===== src/cbi_regs.vh =====
`ifndef CBI_REGS_VH
`define CBI_REGS_VH
// ----------------------------------------
// machine cycle types from the core
// ----------------------------------------
`define CBI_CYC_MRD 3'h0
`define CBI_CYC_MWR 3'h1
`define CBI_CYC_IORD 3'h2
`define CBI_CYC_IOWR 3'h3
`define CBI_CYC_FETCH 3'h4
`define CBI_CYC_IRQ_ACKNOWLEDGE_N 3'h5
// ----------------------------------------
// encoded cycle status {high,low}
// ----------------------------------------
`define CBI_ST_HALT 2'h0
`define CBI_ST_WRITE 2'h1
`define CBI_ST_READ 2'h2
`define CBI_ST_FETCH 2'h3
// ----------------------------------------
// restart addresses
// ----------------------------------------
`define CBI_VEC_TRAP 8'h24
`define CBI_VEC_R55 8'h2C
`define CBI_VEC_R65 8'h34
`define CBI_VEC_R75 8'h3C
`define CBI_VEC_NONE 8'h00
// ----------------------------------------
// mask-set data fields and reset values
// ----------------------------------------
`define CBI_SIM_MASK_LO 0
`define CBI_SIM_MASK_HI 2
`define CBI_SIM_MSE 3
`define CBI_SIM_R75CLR 4
`define CBI_MASK_RST 3'h7
`define CBI_IE_RST 1'b0
`endif


===== src/cbi_bus_irq.v =====
`timescale 1ns/1ns
`include "cbi_regs.vh"
// Contract
// - upper address out, floated hold/halt/reset
// - low address in T1, data T2-T3
// - latch strobe pulses each T1, never floated
// - two status bits encode cycle type
// - read strobe low selects read, floats hold/halt
// - write strobe low while write data valid
// - ready low inserts whole wait states
// - hold releases buses after current cycle
// - hold floats address, data, read/write strobes, select
// - grant announces release, retake after drop
// - sample general request next-to-last clock
// - software enables; reset and accept disable
// - acknowledge strobe replaces read strobe
// - restart inputs inserted internally, same timing
// - fixed priority 7.5, 6.5, 5.5, general
// - trap ignores masks and enable, top priority
// - restart vectors 24, 2C, 34, 3C hex
// - 7.5 edge flop, cleared serviced/mask-set/reset
// - any service disables all but trap
module cbi_bus_irq #(
  parameter NSYNC = 15
) (
  input wire sys_clk,
  input wire rst_n,
  input wire cyc_req,
  input wire [2:0] cyc_type,
  input wire [15:0] cyc_addr,
  input wire [7:0] cyc_wdata,
  input wire halt_req,
  input wire irq_sample,
  input wire enable_irq_instruction,
  input wire disable_irq_instruction,
  input wire mask_set_instruction,
  input wire [7:0] mask_set_data,
  input wire ready_in,
  input wire hold_in,
  input wire general_irq_in,
  input wire rst55_in,
  input wire rst65_in,
  input wire rst75_in,
  input wire trap_in,
  input wire [7:0] shared_addr_data_in,
  output reg [7:0] shared_addr_data_bus,
  output reg shared_addr_data_oe_n,
  output reg [7:0] upper_address_out,
  output reg upper_address_oe_n,
  output reg ale_r,
  output reg cycle_status_low,
  output reg cycle_status_high,
  output reg io_m_r,
  output reg io_m_oe_n,
  output reg rd_n_r,
  output reg rd_oe_n,
  output reg wr_n_r,
  output reg wr_oe_n,
  output reg irq_acknowledge_n,
  output reg bus_grant_out,
  output reg cyc_done_r,
  output reg [7:0] cyc_rdata_r,
  output reg irq_take_r,
  output reg [7:0] irq_vec_r,
  output reg irq_ext_r,
  output reg irq_enabled_r,
  output reg [2:0] irq_mask_r,
  output reg rst75_pend_r
);
  // ----------------------------------------
  // bus sequencer states
  // ----------------------------------------
  localparam S_IDLE = 3'h0;
  localparam S_T1 = 3'h1;
  localparam S_T2 = 3'h2;
  localparam S_TW = 3'h3;
  localparam S_T3 = 3'h4;
  localparam S_HACK = 3'h5;
  localparam S_HOLD = 3'h6;
  localparam S_HREL = 3'h7;

  reg [2:0] state_r;
  reg [2:0] state_nxt;
  reg [2:0] typ_r;
  reg [15:0] addr_r;
  reg [7:0] wd_r;
  reg [NSYNC-1:0] sync1_r;
  reg [NSYNC-1:0] sync2_r;
  reg trap_d_r;
  reg r75_d_r;
  reg trap_arm_r;
  reg done_pend_r;
  wire [NSYNC-1:0] sync_in;
  wire ready_s;
  wire hold_s;
  wire general_irq_in_s;
  wire r55_s;
  wire r65_s;
  wire r75_s;
  wire trap_s;
  wire [7:0] ad_s;

  // ----------------------------------------
  // input synchronisers
  // ----------------------------------------
  assign sync_in = {shared_addr_data_in, trap_in, rst75_in, rst65_in,
                    rst55_in, general_irq_in, hold_in, ready_in};
  genvar gi;
  generate
    for (gi = 0; gi < NSYNC; gi = gi + 1) begin : g_sync
      // only the second stage is ever read
      always @(posedge sys_clk) begin
        if (!rst_n) begin
          sync1_r[gi] <= 1'b0;
          sync2_r[gi] <= 1'b0;
        end else begin
          sync1_r[gi] <= sync_in[gi];
          sync2_r[gi] <= sync1_r[gi];
        end
      end
    end
  endgenerate
  assign ready_s = sync2_r[0];
  assign hold_s = sync2_r[1];
  assign general_irq_in_s = sync2_r[2];
  assign r55_s = sync2_r[3];
  assign r65_s = sync2_r[4];
  assign r75_s = sync2_r[5];
  assign trap_s = sync2_r[6];
  assign ad_s = sync2_r[14:7];

  // ----------------------------------------
  // machine cycle sequencer
  // ----------------------------------------
  wire accept;
  wire [2:0] t_nxt;
  wire [15:0] a_nxt;
  wire [7:0] wd_nxt;
  // a pending or raised done blocks a retake of the request just finished
  assign accept = (state_r == S_IDLE) & cyc_req & ~cyc_done_r & ~done_pend_r & ~halt_req &
                  ~hold_s;
  assign t_nxt = accept ? cyc_type : typ_r;
  assign a_nxt = accept ? cyc_addr : addr_r;
  assign wd_nxt = accept ? cyc_wdata : wd_r;

  // next state
  always @* begin
    state_nxt = state_r;
    case (state_r)
      S_IDLE: begin
        if (hold_s) begin
          state_nxt = S_HACK;
        end else if (accept) begin
          state_nxt = S_T1;
        end
      end
      S_T1: state_nxt = S_T2;
      S_T2, S_TW: begin
        state_nxt = ready_s ? S_T3 : S_TW;
      end
      S_T3: state_nxt = hold_s ? S_HACK : S_IDLE;
      S_HACK: state_nxt = S_HOLD;
      S_HOLD: state_nxt = hold_s ? S_HOLD : S_HREL;
      S_HREL: state_nxt = S_IDLE;
      default: state_nxt = S_IDLE;
    endcase
  end

  // decode of the next state, so every pin comes from a flop
  wire in_cyc;
  wire strobe_t;
  wire is_wr;
  wire is_io;
  wire ctl_on;
  reg [1:0] st_code;
  assign in_cyc = (state_nxt == S_T1) | (state_nxt == S_T2) | (state_nxt == S_TW) |
                  (state_nxt == S_T3);
  assign strobe_t = in_cyc & (state_nxt != S_T1);
  assign is_wr = (t_nxt == `CBI_CYC_MWR) | (t_nxt == `CBI_CYC_IOWR);
  assign is_io = (t_nxt == `CBI_CYC_IORD) | (t_nxt == `CBI_CYC_IOWR) |
                 (t_nxt == `CBI_CYC_IRQ_ACKNOWLEDGE_N);
  // in idle and hold acknowledge the select lines stay driven unless halted
  assign ctl_on = in_cyc | (((state_nxt == S_IDLE) | (state_nxt == S_HACK)) & ~halt_req);

  always @* begin
    case (t_nxt)
      `CBI_CYC_MWR, `CBI_CYC_IOWR: st_code = `CBI_ST_WRITE;
      `CBI_CYC_MRD, `CBI_CYC_IORD: st_code = `CBI_ST_READ;
      default: st_code = `CBI_ST_FETCH;
    endcase
  end

  // pin registers
  always @(posedge sys_clk) begin
    if (!rst_n) begin
      state_r <= S_IDLE;
      typ_r <= `CBI_CYC_MRD;
      addr_r <= 16'h0000;
      wd_r <= 8'h00;
      shared_addr_data_bus <= 8'h00;
      shared_addr_data_oe_n <= 1'b1;
      upper_address_out <= 8'h00;
      upper_address_oe_n <= 1'b1;
      ale_r <= 1'b0;
      cycle_status_low <= 1'b0;
      cycle_status_high <= 1'b0;
      io_m_r <= 1'b0;
      io_m_oe_n <= 1'b1;
      rd_n_r <= 1'b1;
      rd_oe_n <= 1'b1;
      wr_n_r <= 1'b1;
      wr_oe_n <= 1'b1;
      irq_acknowledge_n <= 1'b1;
      bus_grant_out <= 1'b0;
      cyc_done_r <= 1'b0;
      done_pend_r <= 1'b0;
      cyc_rdata_r <= 8'h00;
    end else begin
      state_r <= state_nxt;
      typ_r <= t_nxt;
      addr_r <= a_nxt;
      wd_r <= wd_nxt;
      // io cycles repeat the port number on the upper lines
      upper_address_out <= is_io ? a_nxt[7:0] : a_nxt[15:8];
      upper_address_oe_n <= ~ctl_on;
      ale_r <= (state_nxt == S_T1);
      shared_addr_data_bus <= (state_nxt == S_T1) ? a_nxt[7:0] : wd_nxt;
      shared_addr_data_oe_n <= ~((state_nxt == S_T1) | (strobe_t & is_wr));
      if (in_cyc) begin
        {cycle_status_high, cycle_status_low} <= st_code;
        io_m_r <= is_io;
      end else if (halt_req) begin
        {cycle_status_high, cycle_status_low} <= `CBI_ST_HALT;
      end
      io_m_oe_n <= ~ctl_on;
      rd_n_r <= ~(strobe_t & ~is_wr & (t_nxt != `CBI_CYC_IRQ_ACKNOWLEDGE_N));
      rd_oe_n <= ~ctl_on;
      wr_n_r <= ~(strobe_t & is_wr);
      wr_oe_n <= ~ctl_on;
      irq_acknowledge_n <= ~(strobe_t & (t_nxt == `CBI_CYC_IRQ_ACKNOWLEDGE_N));
      bus_grant_out <= (state_nxt == S_HACK) | (state_nxt == S_HOLD);
      // data pins are two flops late, so the answer trails T3 by two clocks
      done_pend_r <= (state_r == S_T3);
      cyc_done_r <= done_pend_r;
      if (done_pend_r) begin
        cyc_rdata_r <= ad_s;
      end
    end
  end

  // ----------------------------------------
  // interrupt recognition
  // ----------------------------------------
  wire r75_rise;
  wire trap_rise;
  wire trap_req;
  reg [2:0] pick;
  reg [7:0] vec;
  assign r75_rise = r75_s & ~r75_d_r;
  assign trap_rise = trap_s & ~trap_d_r;
  // edge arms, level must still be high when sampled
  assign trap_req = trap_arm_r & trap_s;

  // pick codes: 1 trap, 2 r75, 3 r65, 4 r55, 5 general
  always @* begin
    pick = 3'h0;
    vec = `CBI_VEC_NONE;
    if (trap_req) begin
      pick = 3'h1;
      vec = `CBI_VEC_TRAP;
    end else if (irq_enabled_r & rst75_pend_r & ~irq_mask_r[2]) begin
      pick = 3'h2;
      vec = `CBI_VEC_R75;
    end else if (irq_enabled_r & r65_s & ~irq_mask_r[1]) begin
      pick = 3'h3;
      vec = `CBI_VEC_R65;
    end else if (irq_enabled_r & r55_s & ~irq_mask_r[0]) begin
      pick = 3'h4;
      vec = `CBI_VEC_R55;
    end else if (irq_enabled_r & general_irq_in_s) begin
      pick = 3'h5;
    end
  end

  wire take;
  assign take = irq_sample & (pick != 3'h0);

  always @(posedge sys_clk) begin
    if (!rst_n) begin
      r75_d_r <= 1'b0;
      trap_d_r <= 1'b0;
      trap_arm_r <= 1'b0;
      rst75_pend_r <= 1'b0;
      irq_mask_r <= `CBI_MASK_RST;
      irq_enabled_r <= `CBI_IE_RST;
      irq_take_r <= 1'b0;
      irq_vec_r <= `CBI_VEC_NONE;
      irq_ext_r <= 1'b0;
    end else begin
      r75_d_r <= r75_s;
      trap_d_r <= trap_s;
      // a new edge wins over the clear of the same cycle
      if (trap_rise) begin
        trap_arm_r <= 1'b1;
      end else if (take & (pick == 3'h1)) begin
        trap_arm_r <= 1'b0;
      end
      if (r75_rise) begin
        rst75_pend_r <= 1'b1;
      end else if ((take & (pick == 3'h2)) |
                   (mask_set_instruction & mask_set_data[`CBI_SIM_R75CLR])) begin
        rst75_pend_r <= 1'b0;
      end
      if (mask_set_instruction & mask_set_data[`CBI_SIM_MSE]) begin
        irq_mask_r <= mask_set_data[`CBI_SIM_MASK_HI:`CBI_SIM_MASK_LO];
      end
      // enable instruction wins if it lands with an accept
      if (enable_irq_instruction) begin
        irq_enabled_r <= 1'b1;
      end else if (take | disable_irq_instruction) begin
        irq_enabled_r <= 1'b0;
      end
      irq_take_r <= take;
      if (take) begin
        irq_vec_r <= vec;
        irq_ext_r <= (pick == 3'h5);
      end
    end
  end
endmodule // cbi_bus_irq


===== config.mk =====
export PLATFORM = sky130hd
export DESIGN_NAME = cbi_bus_irq
export DESIGN_NICKNAME = d
export VERILOG_FILES = /design/src/cbi_bus_irq.v
export VERILOG_INCLUDE_DIRS = /design/src
export SDC_FILE = /design/constraint.sdc
export NUM_CORES = 1
export LEC_CHECK = 0
export ABC_AREA = 1
export BUFFER_PORTS_ARGS = -buffer_cell sky130_fd_sc_hd__buf_2
export CORE_UTILIZATION = 50
export CTS_CLUSTER_DIAMETER = 60
export CTS_CLUSTER_SIZE = 24
export DETAILED_ROUTE_END_ITERATION = 12
export GPL_TIMING_DRIVEN = 0
export HOLD_SLACK_MARGIN = 0.1
export PLACE_DENSITY = 0.77
export SLEW_MARGIN = 20
export SYNTH_ARGS = -nofsm -noshare
export SYNTH_HDL_FRONTEND = slang
export SYNTH_SLANG_ARGS = --single-unit

===== constraint.sdc =====
create_clock -name sys_clk -period 1.84 [get_ports sys_clk]
set_input_delay 0.092 -clock sys_clk [delete_from_list [all_inputs] [get_ports sys_clk]]
set_output_delay 0.092 -clock sys_clk [all_outputs]
set_load 0.005 [all_outputs]

==> results of run 1 <==
[power by group through the flow]
stage	Combinational [mW]	Clock, mW	Sequential, mW
5_1_grt	2.08	1.43	2.93
3_3_place_gp	1.60	0	2.92
3_5_place_dp	1.64	0	2.94
6_report	1.88	1.31	2.89
4_1_cts	1.75	1.33	2.89
2_1_floorplan	1.08	0	2.94
[timing repair]
action                                 in CTS  in global routing
setup buffers                               0                  4
hold buffers                               53                  1
endpoints found under the hold margin      61                  1
pin swaps                                   1                  3
setup endpoints to repair                   1                 13
gates resized for setup                     3                  3
gates cloned                                0                  1
[final timing paths]
path,start,endpoint,depth (start not counted)
setup reg to reg,state_r[0]$_SDFF_PN0_,upper_address_out[6]$_SDFF_PN0_,11
setup / recovery,state_r[0]$_SDFF_PN0_,upper_address_out[6]$_SDFF_PN0_,11
hold reg to reg,sync1_r[11]$_SDFF_PN0_,ad_s[4]$_SDFF_PN0_,2
hold / removal,rst_n,irq_acknowledge_n$_SDFF_PN1_,4
[flip-flops by register name (all words and copies together), names as in the netlist, 8 cells and up]
register,count
wd_r,8
shared_addr_data_bus,8
upper_address_out,8
sync1_r,15
ad_s,8
cyc_rdata_r,8
addr_r,16
[synthesized netlist by cell type]
cell type | instances | area (um2)
nand4_1 | 3 | 18.8
o21ai_0 | 19 | 95.1
nor2_8 | 1 | 20.0
o21bai_1 | 1 | 7.51
nor2_2 | 1 | 6.26
nor2_1 | 85 | 319
nor2_4 | 1 | 11.3
buf_1 | 1 | 3.75
buf_2 | 3 | 15.0
nand2_4 | 1 | 11.3
or2_2 | 2 | 12.5
nand3_1 | 11 | 55.1
nand3_4 | 1 | 17.5
nor3_1 | 3 | 15.0
o22ai_1 | 1 | 6.26
nand2_1 | 120 | 450
o211ai_1 | 1 | 7.51
a21oi_1 | 25 | 125
clkbuf_1 | 12 | 45.0
a211oi_1 | 3 | 22.5
inv_1 | 67 | 251
dfxtp_1 | 109 | 2180
buf_4 | 8 | 60.1
nand2_2 | 5 | 31.3
nor3b_1 | 1 | 7.51
o21ai_1 | 4 | 20.0
nand3_2 | 1 | 10.0
nor4_1 | 1 | 6.26
inv_2 | 3 | 11.3
conb_1 | 1 | 3.75
buf_6 | 1 | 11.3
mux2i_1 | 4 | 40.0
[final cells by class]
class / count / share of cell area
sequential: 109 / 0.411
multi-input combinational: 300 / 0.254
timing repair buffer: 161 / 0.204
inverter: 70 / 0.0494
buffer: 25 / 0.0254
clock buffer: 10 / 0.0240
tap: 99 / 0.0233
clock inverter: 6 / 0.00917
[critical path, delay by kind of cell (launching register included)]
kind / cells / cell delay (ns)
buf+inv: 1 / 0.16
flops: 1 / 0.36
simple gates: 10 / 1.10
[per-stage QoR]
stage / power (mW) / setup TNS [ns] / utilization / hold slack, ns
6_report: 6.08 / 0 / 0.718 / 0.172
5_1_grt: 6.45 / 0 / 0.718 / 0.191
4_1_cts: 5.97 / 0 / 0.710 / 0.107
3_5_place_dp: 4.58 / -0.00320 / 0.614 / 0.276
3_3_place_gp: 4.53 / 0 / 0.614 / 0.272
2_1_floorplan: 4.02 / 0 / - / 0.190
[layout by cell type (no fill, tap or decap), types with 6 or more instances in the layout]
master         count
nand2_1          118
dfxtp_1          107
buf_2            106
nor2_1            85
inv_1             66
dlygate4sd3_1     54
a21oi_1           25
o21ai_0           19
clkbuf_1          13
buf_4             12
nand3_1           11
clkbuf_8           9
nand2_2            6
[logic make-up after synthesis]
| kind of cell | synth area share |
|---|---|
| buffers and inverters | 0.102 |
| DFF | 0.560 |
| muxes | 0.0103 |
| other | 0.000962 |
| and+or+nand+nor | 0.254 |
| AOI/OAI and AO/OA | 0.0728 |
[routing by layer]
metal	up-vias	wire [um]	global-route usage
li1	1860	-	-
met1	1658	3860	0.250
met2	129	4750	0.415
met3	23	423	0.0421
met4	0	233	0.116
met5	-	0	0
==> results by group, run 1 <==
Routing
  – Drt pass-1 iters: 4
  – DRT iter0 DRCs: 106
  – Remaining antenna violation count: 0
  – Final wirelength: 9.27 mm
  – Vias/cell: 4.71
  – Drt drc: 0
  – Routed via count: 3670
  – Wire per inst: 11.9 um

Finish
  – Ant diodes: 0
  – Total Nets Final: 734
  – Register area: 2180 um2
  – Multi-input logic area: 1350 um2
  – Synthesis-to-finish area growth: 36.4%
  – Fin cells: 780
  – Share of layout cells above drive strength 1: 0.229
  – # fillers: 582
  – Final instance area: 5320 um2

GRT
  – Total GRT Usage: 0.227
  – Initial antenna violation count: 0
  – Global-route wire length before repair: 14.9 mm
  – Gr ovfl total: 0
  – Largest net degree at the start of global routing: 19
  – Vias in the first global route: 3505

Worst hold path
  – Worst min path class: input pin to flip-flop

Clock tree
  – Worst-Skew Late Latency: 0.37 ns
  – H-tree depth: 3
  – CTS Sinks: 109
  – CTS tree: yes
  – CTS buffer count: 9
  – Maximum clock insertion buffer count: 2
  – Worst-path clk slew: 0.11 ns
  – Root Buffer: clkbuf_8

Die
  – Row count: 31
  – Ports: 111
  – Starting Density: 0.526
  – Die Ht: 90.3 um
  – Core area: 7410 um2
  – Die W: 90.3 um
  – Die ar.: 8160 um2

Timing
  – Layout Skew: 0.0134 ns
  – Max Slew Vio Count: 0
  – RSZ-0062 raised after global routing: no
  – Fmax: 579 MHz
  – Tcrit/Tclk final: 0.939
  – Worst-margin pin slew: 0.511 ns
  – Hold Vio Cnt, Final: 0
  – Final worst setup slack: 0.112 ns
  – Slew HR: 0.657
  – Final Setup Violations: 0
  – Minimum clock period: 1.73 ns

Synthesis
  – Yosys warning total: 0
  – Seq/Total Area, Yosys: 0.560
  – Post-synth cell types: 32
  – Synth Cell Area: 3900 um2
  – Mean Syn Cell Area: 7.80 um2
  – Cells after synthesis: 500
  – Number of synthesized register bits: 109

Setup path
  – Slowest stage delay, CP: 0.36 ns
  – CP endpoint kind: flip-flop
  – Critical Path, Cell by Cell: nor2_4 > nand3_4 > nor2_8 > nand2_1 > nand2_2 > nand3_2 > nand2_4 > buf_6 > nand2_1 > nand2_1 > nor2_2
  – Data required, critical path: 2.11 ns
  – Critical Path Start Type: flip-flop
  – Slowest CP cell: dfxtp_2
  – R2r setup slk: 0.11 ns
  – Crit path max fanout: 10
  – Arrival @ worst endpoint: 2.00 ns
  – WS Path Type: flip-flop to flip-flop
  – Most Frequent Cell on Critical Path: nand2_1

Pwr
  – Leak: 2.81 nW
  – Net Switching: 2.06 mW
  – Max VDD drop: 0.605 mV
  – Switch share: 0.338
  – Gate power share: 0.309
  – Power density cells: 1140 nW/um2
  – Clock Power Share: 0.215
  – Sequential share of power: 0.476
  – Internal: 4.02 mW

Run status
  – Run status: completed

Placement
  – PortBufs: 103
  – Placed insts: 705
  – Placed Area: 4550 um2
  – Post-DP HPWL: 5.97 mm
  – Dpl ws: -0.00320 ns
  – RePlAce Congestion: 0.890

Run
  – Max_cap viols: 0
Power figures use the tool's default switching activity.
==> run 2: changes to the inputs <==
==> constraint.sdc (replaced) <==
create_clock -name sys_clk -period 2.15 [get_ports sys_clk]
set_input_delay 0.1075 -clock sys_clk [delete_from_list [all_inputs] [get_ports sys_clk]]
set_output_delay 0.1075 -clock sys_clk [all_outputs]
set_load 0.005 [all_outputs]
==> results by group, run 2 (same netlist as run 1, synthesis figures left out) <==
Run status
  – Run status: completed

Routing
  – DRT iter0 DRCs: 136 (+28%)
  – Final wirelength: 9.18 mm (-1.0%)
  – Routed via count: 3662 (-0.22%)
  – Drt pass-1 iters: 5 (+1)
  – Wire per inst: 11.9 um (about the same)
  – Vias/cell: 4.74 (+0.82%)
  – Remaining antenna violation count: 0 (unchanged)
  – Drt drc: 0 (unchanged)

Placement
  – PortBufs: 103 (unchanged)
  – Placed insts: 705 (unchanged)
  – Post-DP HPWL: 5.97 mm (unchanged)
  – Placed Area: 4550 um2 (unchanged)
  – RePlAce Congestion: 0.890 (unchanged)

Worst hold path
  – Worst min path class: input pin to flip-flop
  – Endpoint, Worst Hold: typ_r[1]$_SDFF_PN0_
  – WHS Path Cells: 5 (+1)
  – Hold path start: cyc_type[1]

Timing
  – RSZ-0062 raised after global routing: no
  – Final Setup Violations: 0 (unchanged)
  – Max Slew Vio Count: 0 (unchanged)
  – Tcrit/Tclk final: 0.955 (+0.0155)
  – Hold Vio Cnt, Final: 0 (unchanged)
  – Fmax: 487 MHz (-16%)
  – Setup TNS Final: 0 ns (unchanged)
  – Layout Skew: 0.0147 ns (+0.00131 ns)
  – Minimum clock period: 2.05 ns (+0.324 ns)

Pwr
  – Leak: 2.77 nW (-1.4%)
  – Clock Power Share: 0.218 (+0.003)
  – Gate power share: 0.296 (-0.013)
  – Sequential share of power: 0.485 (+0.009)
  – Net Switching: 1.72 mW (-16%)
  – Switch share: 0.338 (-0.000765)
  – Internal: 3.38 mW (-16%)
  – Power density cells: 973 nW/um2 (-15%)
  – Max VDD drop: 0.514 mV (-15%)

Setup path
  – Critical Path Start Type: flip-flop
  – Reg2reg path depth: 9 (-2)
  – Worst R2R Start: irq_enabled_r$_SDFFE_PN0P_
  – CP endpoint kind: flip-flop
  – R2r setup slk: 0.1 ns (about the same)
  – WS Path Type: flip-flop to flip-flop
  – Arrival @ worst endpoint: 2.36 ns (+0.36 ns)
  – Crit path max fanout: 6 (-4)
  – Data required, critical path: 2.46 ns (+0.35 ns)
  – Launch point of the worst path: irq_enabled_r$_SDFFE_PN0P_
  – Crit Reg-Reg Endpoint: irq_enabled_r$_SDFFE_PN0P_

Clock tree
  – Worst-path clk slew: 0.10 ns (about the same)
  – Root Buffer: clkbuf_8
  – Postcts setup bufs: 0 (unchanged)
  – CTS tree: yes
  – H-tree depth: 3 (unchanged)
  – Worst-Skew Late Latency: 0.37 ns (about the same)
  – Maximum clock insertion buffer count: 2 (unchanged)
  – CTS Sinks: 109 (unchanged)
  – CTS buffer count: 9 (unchanged)

Die
  – Die ar.: 8160 um2 (unchanged)
  – Starting Density: 0.526 (unchanged)
  – Die Ht: 90.3 um (unchanged)
  – Ports: 111 (unchanged)
  – Core area: 7410 um2 (unchanged)
  – Die W: 90.3 um (unchanged)
  – Row count: 31 (unchanged)

Finish
  – Top reg by flops: addr_r
  – Ant diodes: 0 (unchanged)
  – Most frequent cells in the layout: 120 x nand2_1, 109 x dfxtp_1, 106 x buf_2
  – Register area: 2180 um2 (-0.11%)
  – Share of layout cells above drive strength 1: 0.217 (-0.0121)
  – Final core occ: 0.707 (-0.0113)
  – Synthesis-to-finish area growth: 34.3%
  – Most common cell after layout, fill and taps aside: nand2_1
  – Top Registers: addr_r (16), sync1_r (15)
  – Multi-input logic area: 1330 um2 (-1.6%)
  – Fin cells: 772 (-1.0%)
  – Max FFs per register: 16 (unchanged)
  – Final instance area: 5240 um2 (-1.6%)
  – # fillers: 588 (+1.0%)
  – Total Nets Final: 726 (-1.1%)

GRT
  – Initial antenna violation count: 0 (unchanged)
  – Vias in the first global route: 3529 (+0.68%)
  – Gr ovfl total: 0 (unchanged)
  – Global-route wire length before repair: 15.0 mm (+0.74%)
  – Largest net degree at the start of global routing: 19 (unchanged)
  – Total GRT Usage: 0.229 (+0.00173)

Run
  – Max_cap viols: 0 (unchanged)
[run 2: cell types whose count changed in the layout (fill, tap and decap cells not counted), sizes merged]
cell         previous run  this run
dlygate4sd3            54        51
nor2                   89        88
buf                   120       116
[run 2: power groups by stage]
stage	combinational [mW]	sequential, mW	clock [mW]
after CTS	1.50	2.47	1.14
after global routing	1.69	2.50	1.23
after global placement	1.37	2.50	0
after floorplan	0.928	2.51	0
after detailed placement	1.41	2.51	0
final	1.51	2.47	1.11
[run 2: per-layer routing]
metal / global-route usage / wire length [um] / up-vias
li1: - / - / 1845
met1: 0.253 / 3720 / 1650
met2: 0.414 / 4670 / 143
met3: 0.0455 / 550 / 24
met4: 0.118 / 235 / 0
met5: 0 / 0 / -
[run 2: how the worst max path moves through the flow]
stage | to | slack [ns] | cells past startpoint
2_1_floorplan | upper_address_out[6]$_SDFF_PN0_ | 0.59 | 11
3_3_place_gp | upper_address_out[6]$_SDFF_PN0_ | 0.35 | 11
3_5_place_dp | upper_address_out[6]$_SDFF_PN0_ | 0.31 | 11
4_1_cts | irq_enabled_r$_SDFFE_PN0P_ | 0.16 | 9
5_1_grt | irq_enabled_r$_SDFFE_PN0P_ | 0.01 | 9
6_report | irq_enabled_r$_SDFFE_PN0P_ | 0.1 | 9
[run 2: what timing repair did]
action / CTS / global route
hold buffers: 51 / 0
endpoints found under the hold margin: 56 / 0
endpoints found under the setup margin: 0 / 0
gates resized for setup: 0 / 0
[run 2: cell type report]
type | count | area share
Buffer | 25 | 0.0258
Inverter | 70 | 0.0502
Sequential cell | 109 | 0.417
Tap cell | 99 | 0.0237
Clock inverter | 6 | 0.00932
Timing Repair Buffer | 154 | 0.196
Multi-Input combinational cell | 299 | 0.254
Clock buffer | 10 | 0.0244
[run 2: stage by stage]
step                      power, mW  hold WS, ns  worst slack (ns)
final                          5.10        0.112            0.0974
after global placement         3.87        0.287             0.345
after CTS                      5.10        0.106             0.156
after detailed placement       3.92        0.291             0.307
after global routing           5.41        0.112            0.0126
after floorplan                3.44        0.205             0.589
[run 2: worst max-delay path, cell delays in order, from the launching register on]
cell and delay, ns:
dfxtp_1 0.42, inv_1 0.08, nor2_1 0.10, nand2_1 0.08, nor2_1 0.09, nor2_1 0.05
o21bai_1 0.34, nand3_1 0.12, a21oi_1 0.15, dlygate4sd3_1 0.57
==> run 3: changes to the inputs <==
--- a/config.mk
+++ b/config.mk
@@ -8,6 +8,7 @@
 export LEC_CHECK = 0
 export ABC_AREA = 1
 export BUFFER_PORTS_ARGS = -buffer_cell sky130_fd_sc_hd__buf_2
+export CAP_MARGIN = 10
 export CORE_UTILIZATION = 50
 export CTS_CLUSTER_DIAMETER = 60
 export CTS_CLUSTER_SIZE = 24
@@ -15,6 +16,7 @@
 export GPL_TIMING_DRIVEN = 0
 export HOLD_SLACK_MARGIN = 0.1
 export PLACE_DENSITY = 0.77
+export SETUP_SLACK_MARGIN = 0.2
 export SLEW_MARGIN = 20
 export SYNTH_ARGS = -nofsm -noshare
 export SYNTH_HDL_FRONTEND = slang
==> results by group, run 3 (same netlist as run 1, synthesis figures left out) <==
Run status
  – Run status: completed

GRT
  – Gr busiest metal: met2
  – Largest net degree at the start of global routing: 19 (unchanged)
  – Routing usage on met1: 0.254 (+0.000807)
  – Vias in the first global route: 3485 (-1.2%)
  – Global-route wire length before repair: 14.9 mm (-0.92%)
  – Met3 GRT Util: 0.0446 (-0.000842)
  – Met2 GRT Util: 0.408 (-0.00573)
  – Initial antenna violation count: 0 (unchanged)
  – Gr ovfl total: 0 (unchanged)
  – Total GRT Usage: 0.227 (-0.00191)

Die
  – Die Ht: 90.3 um (unchanged)
  – Ports: 111 (unchanged)
  – Starting Density: 0.526 (unchanged)
  – Core area: 7410 um2 (unchanged)
  – Row count: 31 (unchanged)
  – Die W: 90.3 um (unchanged)
  – Die ar.: 8160 um2 (unchanged)

Timing
  – RSZ-0062 raised after global routing: no
  – Layout Skew: 0.0135 ns (-0.00117 ns)
  – Max Slew Vio Count: 0 (unchanged)
  – Slew HR: 0.659
  – Setup TNS Final: 0 ns (unchanged)
  – Worst hold slack: 0.114 ns (+0.00181 ns)
  – Tcrit/Tclk final: 0.847 (-0.108)
  – Fmax: 549 MHz (+13%)
  – Minimum clock period: 1.82 ns (-0.232 ns)
  – Final Setup Violations: 0 (unchanged)
  – Hold Vio Cnt, Final: 0 (unchanged)
  – Worst-margin pin slew: 0.511 ns

Clock tree
  – Worst-path clk slew: 0.11 ns (about the same)
  – Maximum clock insertion buffer count: 2 (unchanged)
  – CTS Sinks: 109 (unchanged)
  – H-tree depth: 3 (unchanged)
  – Root Buffer: clkbuf_8
  – CTS buffer count: 9 (unchanged)
  – Worst-Skew Late Latency: 0.37 ns (about the same)
  – CTS tree: yes

Run
  – Max_cap viols: 0 (unchanged)

Pwr
  – Power density cells: 977 nW/um2 (+0.40%)
  – Switch share: 0.340 (+0.00243)
  – Clock Power Share: 0.218 (about the same)
  – Max VDD drop: 0.520 mV (+1.1%)
  – Leak: 2.79 nW (+0.48%)
  – Sequential share of power: 0.481 (-0.004)
  – Net Switching: 1.75 mW (+1.7%)
  – Internal: 3.40 mW (+0.61%)
  – Gate power share: 0.301 (+0.005)

Setup path
  – Critical Path Start Type: flip-flop
  – Slowest CP cell: dfxtp_2
  – Most Frequent Cell on Critical Path: nand2_1
  – WS Path Type: flip-flop to flip-flop
  – Crit path max fanout: 10 (+4)
  – Arrival @ worst endpoint: 2.10 ns (-0.26 ns)
  – Slowest stage delay, CP: 0.38 ns (-0.19 ns)
  – Data required, critical path: 2.43 ns (-0.03 ns)
  – Critical Path, Cell by Cell: nor2_4 > nand3_4 > nor2_8 > nand2_1 > nand2_1 > nand3_2 > nand2_4 > buf_6 > nand2_1 > nand2_1 > nor2_2
  – CP endpoint kind: flip-flop

Routing
  – Drt pass-1 iters: 5 (unchanged)
  – Remaining antenna violation count: 0 (unchanged)
  – Drt drc: 0 (unchanged)
  – DRT iter0 DRCs: 127 (-6.6%)
  – Wire per inst: 11.9 um (+0.16%)
  – Routed via count: 3636 (-0.71%)
  – Final wirelength: 9.23 mm (+0.54%)
  – Vias/cell: 4.69 (-1.1%)

Finish
  – # fillers: 591 (+0.51%)
  – Total Nets Final: 729 (+0.41%)
  – Multi-input logic area: 1350 um2 (+1.0%)
  – Most common cell after layout, fill and taps aside: nand2_1
  – Max FFs per register: 16 (unchanged)
  – Share of layout cells above drive strength 1: 0.223 (+0.00643)
  – Most frequent cells in the layout: 119 x nand2_1, 108 x dfxtp_1, 106 x buf_2
  – Synthesis-to-finish area growth: 35.1%
  – Ant diodes: 0 (unchanged)
  – Register area: 2180 um2 (about the same)
  – Final core occ: 0.711 (+0.00405)
  – Top Registers: addr_r (16), sync1_r (15)
  – Top reg by flops: addr_r

Placement
  – PortBufs: 103 (unchanged)
  – RePlAce Congestion: 0.890 (unchanged)
  – Post-DP HPWL: 5.97 mm (unchanged)

Worst hold path
  – Worst min path class: input pin to flip-flop
run 3: changes by cell type in the layout (fill, tap and decap cells not counted), sizes merged:
cell and delta:
nor2 +1, buf +2
run 3: path summary, 6_finish.rpt:
path,from,endpoint,slack [ns],depth (start not counted)
worst max-delay path,state_r[1]$_SDFF_PN0_,upper_address_out[6]$_SDFF_PN0_,0.33,11
worst min-delay path,cyc_type[1],typ_r[1]$_SDFF_PN0_,0.11,5
worst max register to register,state_r[1]$_SDFF_PN0_,upper_address_out[6]$_SDFF_PN0_,0.33,11
worst min register to register,sync1_r[11]$_SDFF_PN0_,ad_s[4]$_SDFF_PN0_,0.42,2
run 3: timing repair:
item                                    CTS  global route
hold endpoints to repair                 56             0
endpoints found under the setup margin    0             9
resized for setup                         0             2
setup buffers                             0             2
hold buffers                             51             0
run 3: per-layer routing:
layer	up-vias	wire length [um]
met5	-	0
met4	0	274
met3	24	439
met2	121	4690
met1	1642	3830
li1	1849	-
run 3: power by group through the flow:
stage / clock network, mW / registers [mW] / logic, mW
CTS: 1.14 / 2.47 / 1.50
detailed placement: 0 / 2.51 / 1.41
global route: 1.23 / 2.51 / 1.72
floorplan: 0 / 2.51 / 0.928
global placement: 0 / 2.50 / 1.37
finish: 1.12 / 2.48 / 1.55
run 3: metrics by stage:
stage / instance area, um2 / worst slack [ns] / total power, mW / std cells
2_1_floorplan: 3910 / 0.589 / 3.44 / 503
3_3_place_gp: 4550 / 0.345 / 3.87 / 705
3_5_place_dp: 4550 / 0.307 / 3.92 / 705
4_1_cts: 5240 / 0.237 / 5.10 / 772
5_1_grt: 5270 / 0.220 / 5.46 / 775
6_report: 5270 / 0.330 / 5.15 / 775
run 3: area by class of cell:
cell class	instances	share of cell area
flip-flops and latches	109	0.414
repair buffers	156	0.198
well taps	99	0.0235
clock buffers	10	0.0242
inverters	70	0.0499
plain buffers	25	0.0257
multi-input cells	300	0.255
clock inverters	6	0.00926
run 3: critical path: cells and delay by family (launching register included):
kind	cells	cell delay, ns
buffers and inverters	1	0.16
flip-flops	1	0.38
AND/OR/NAND/NOR	10	1.19
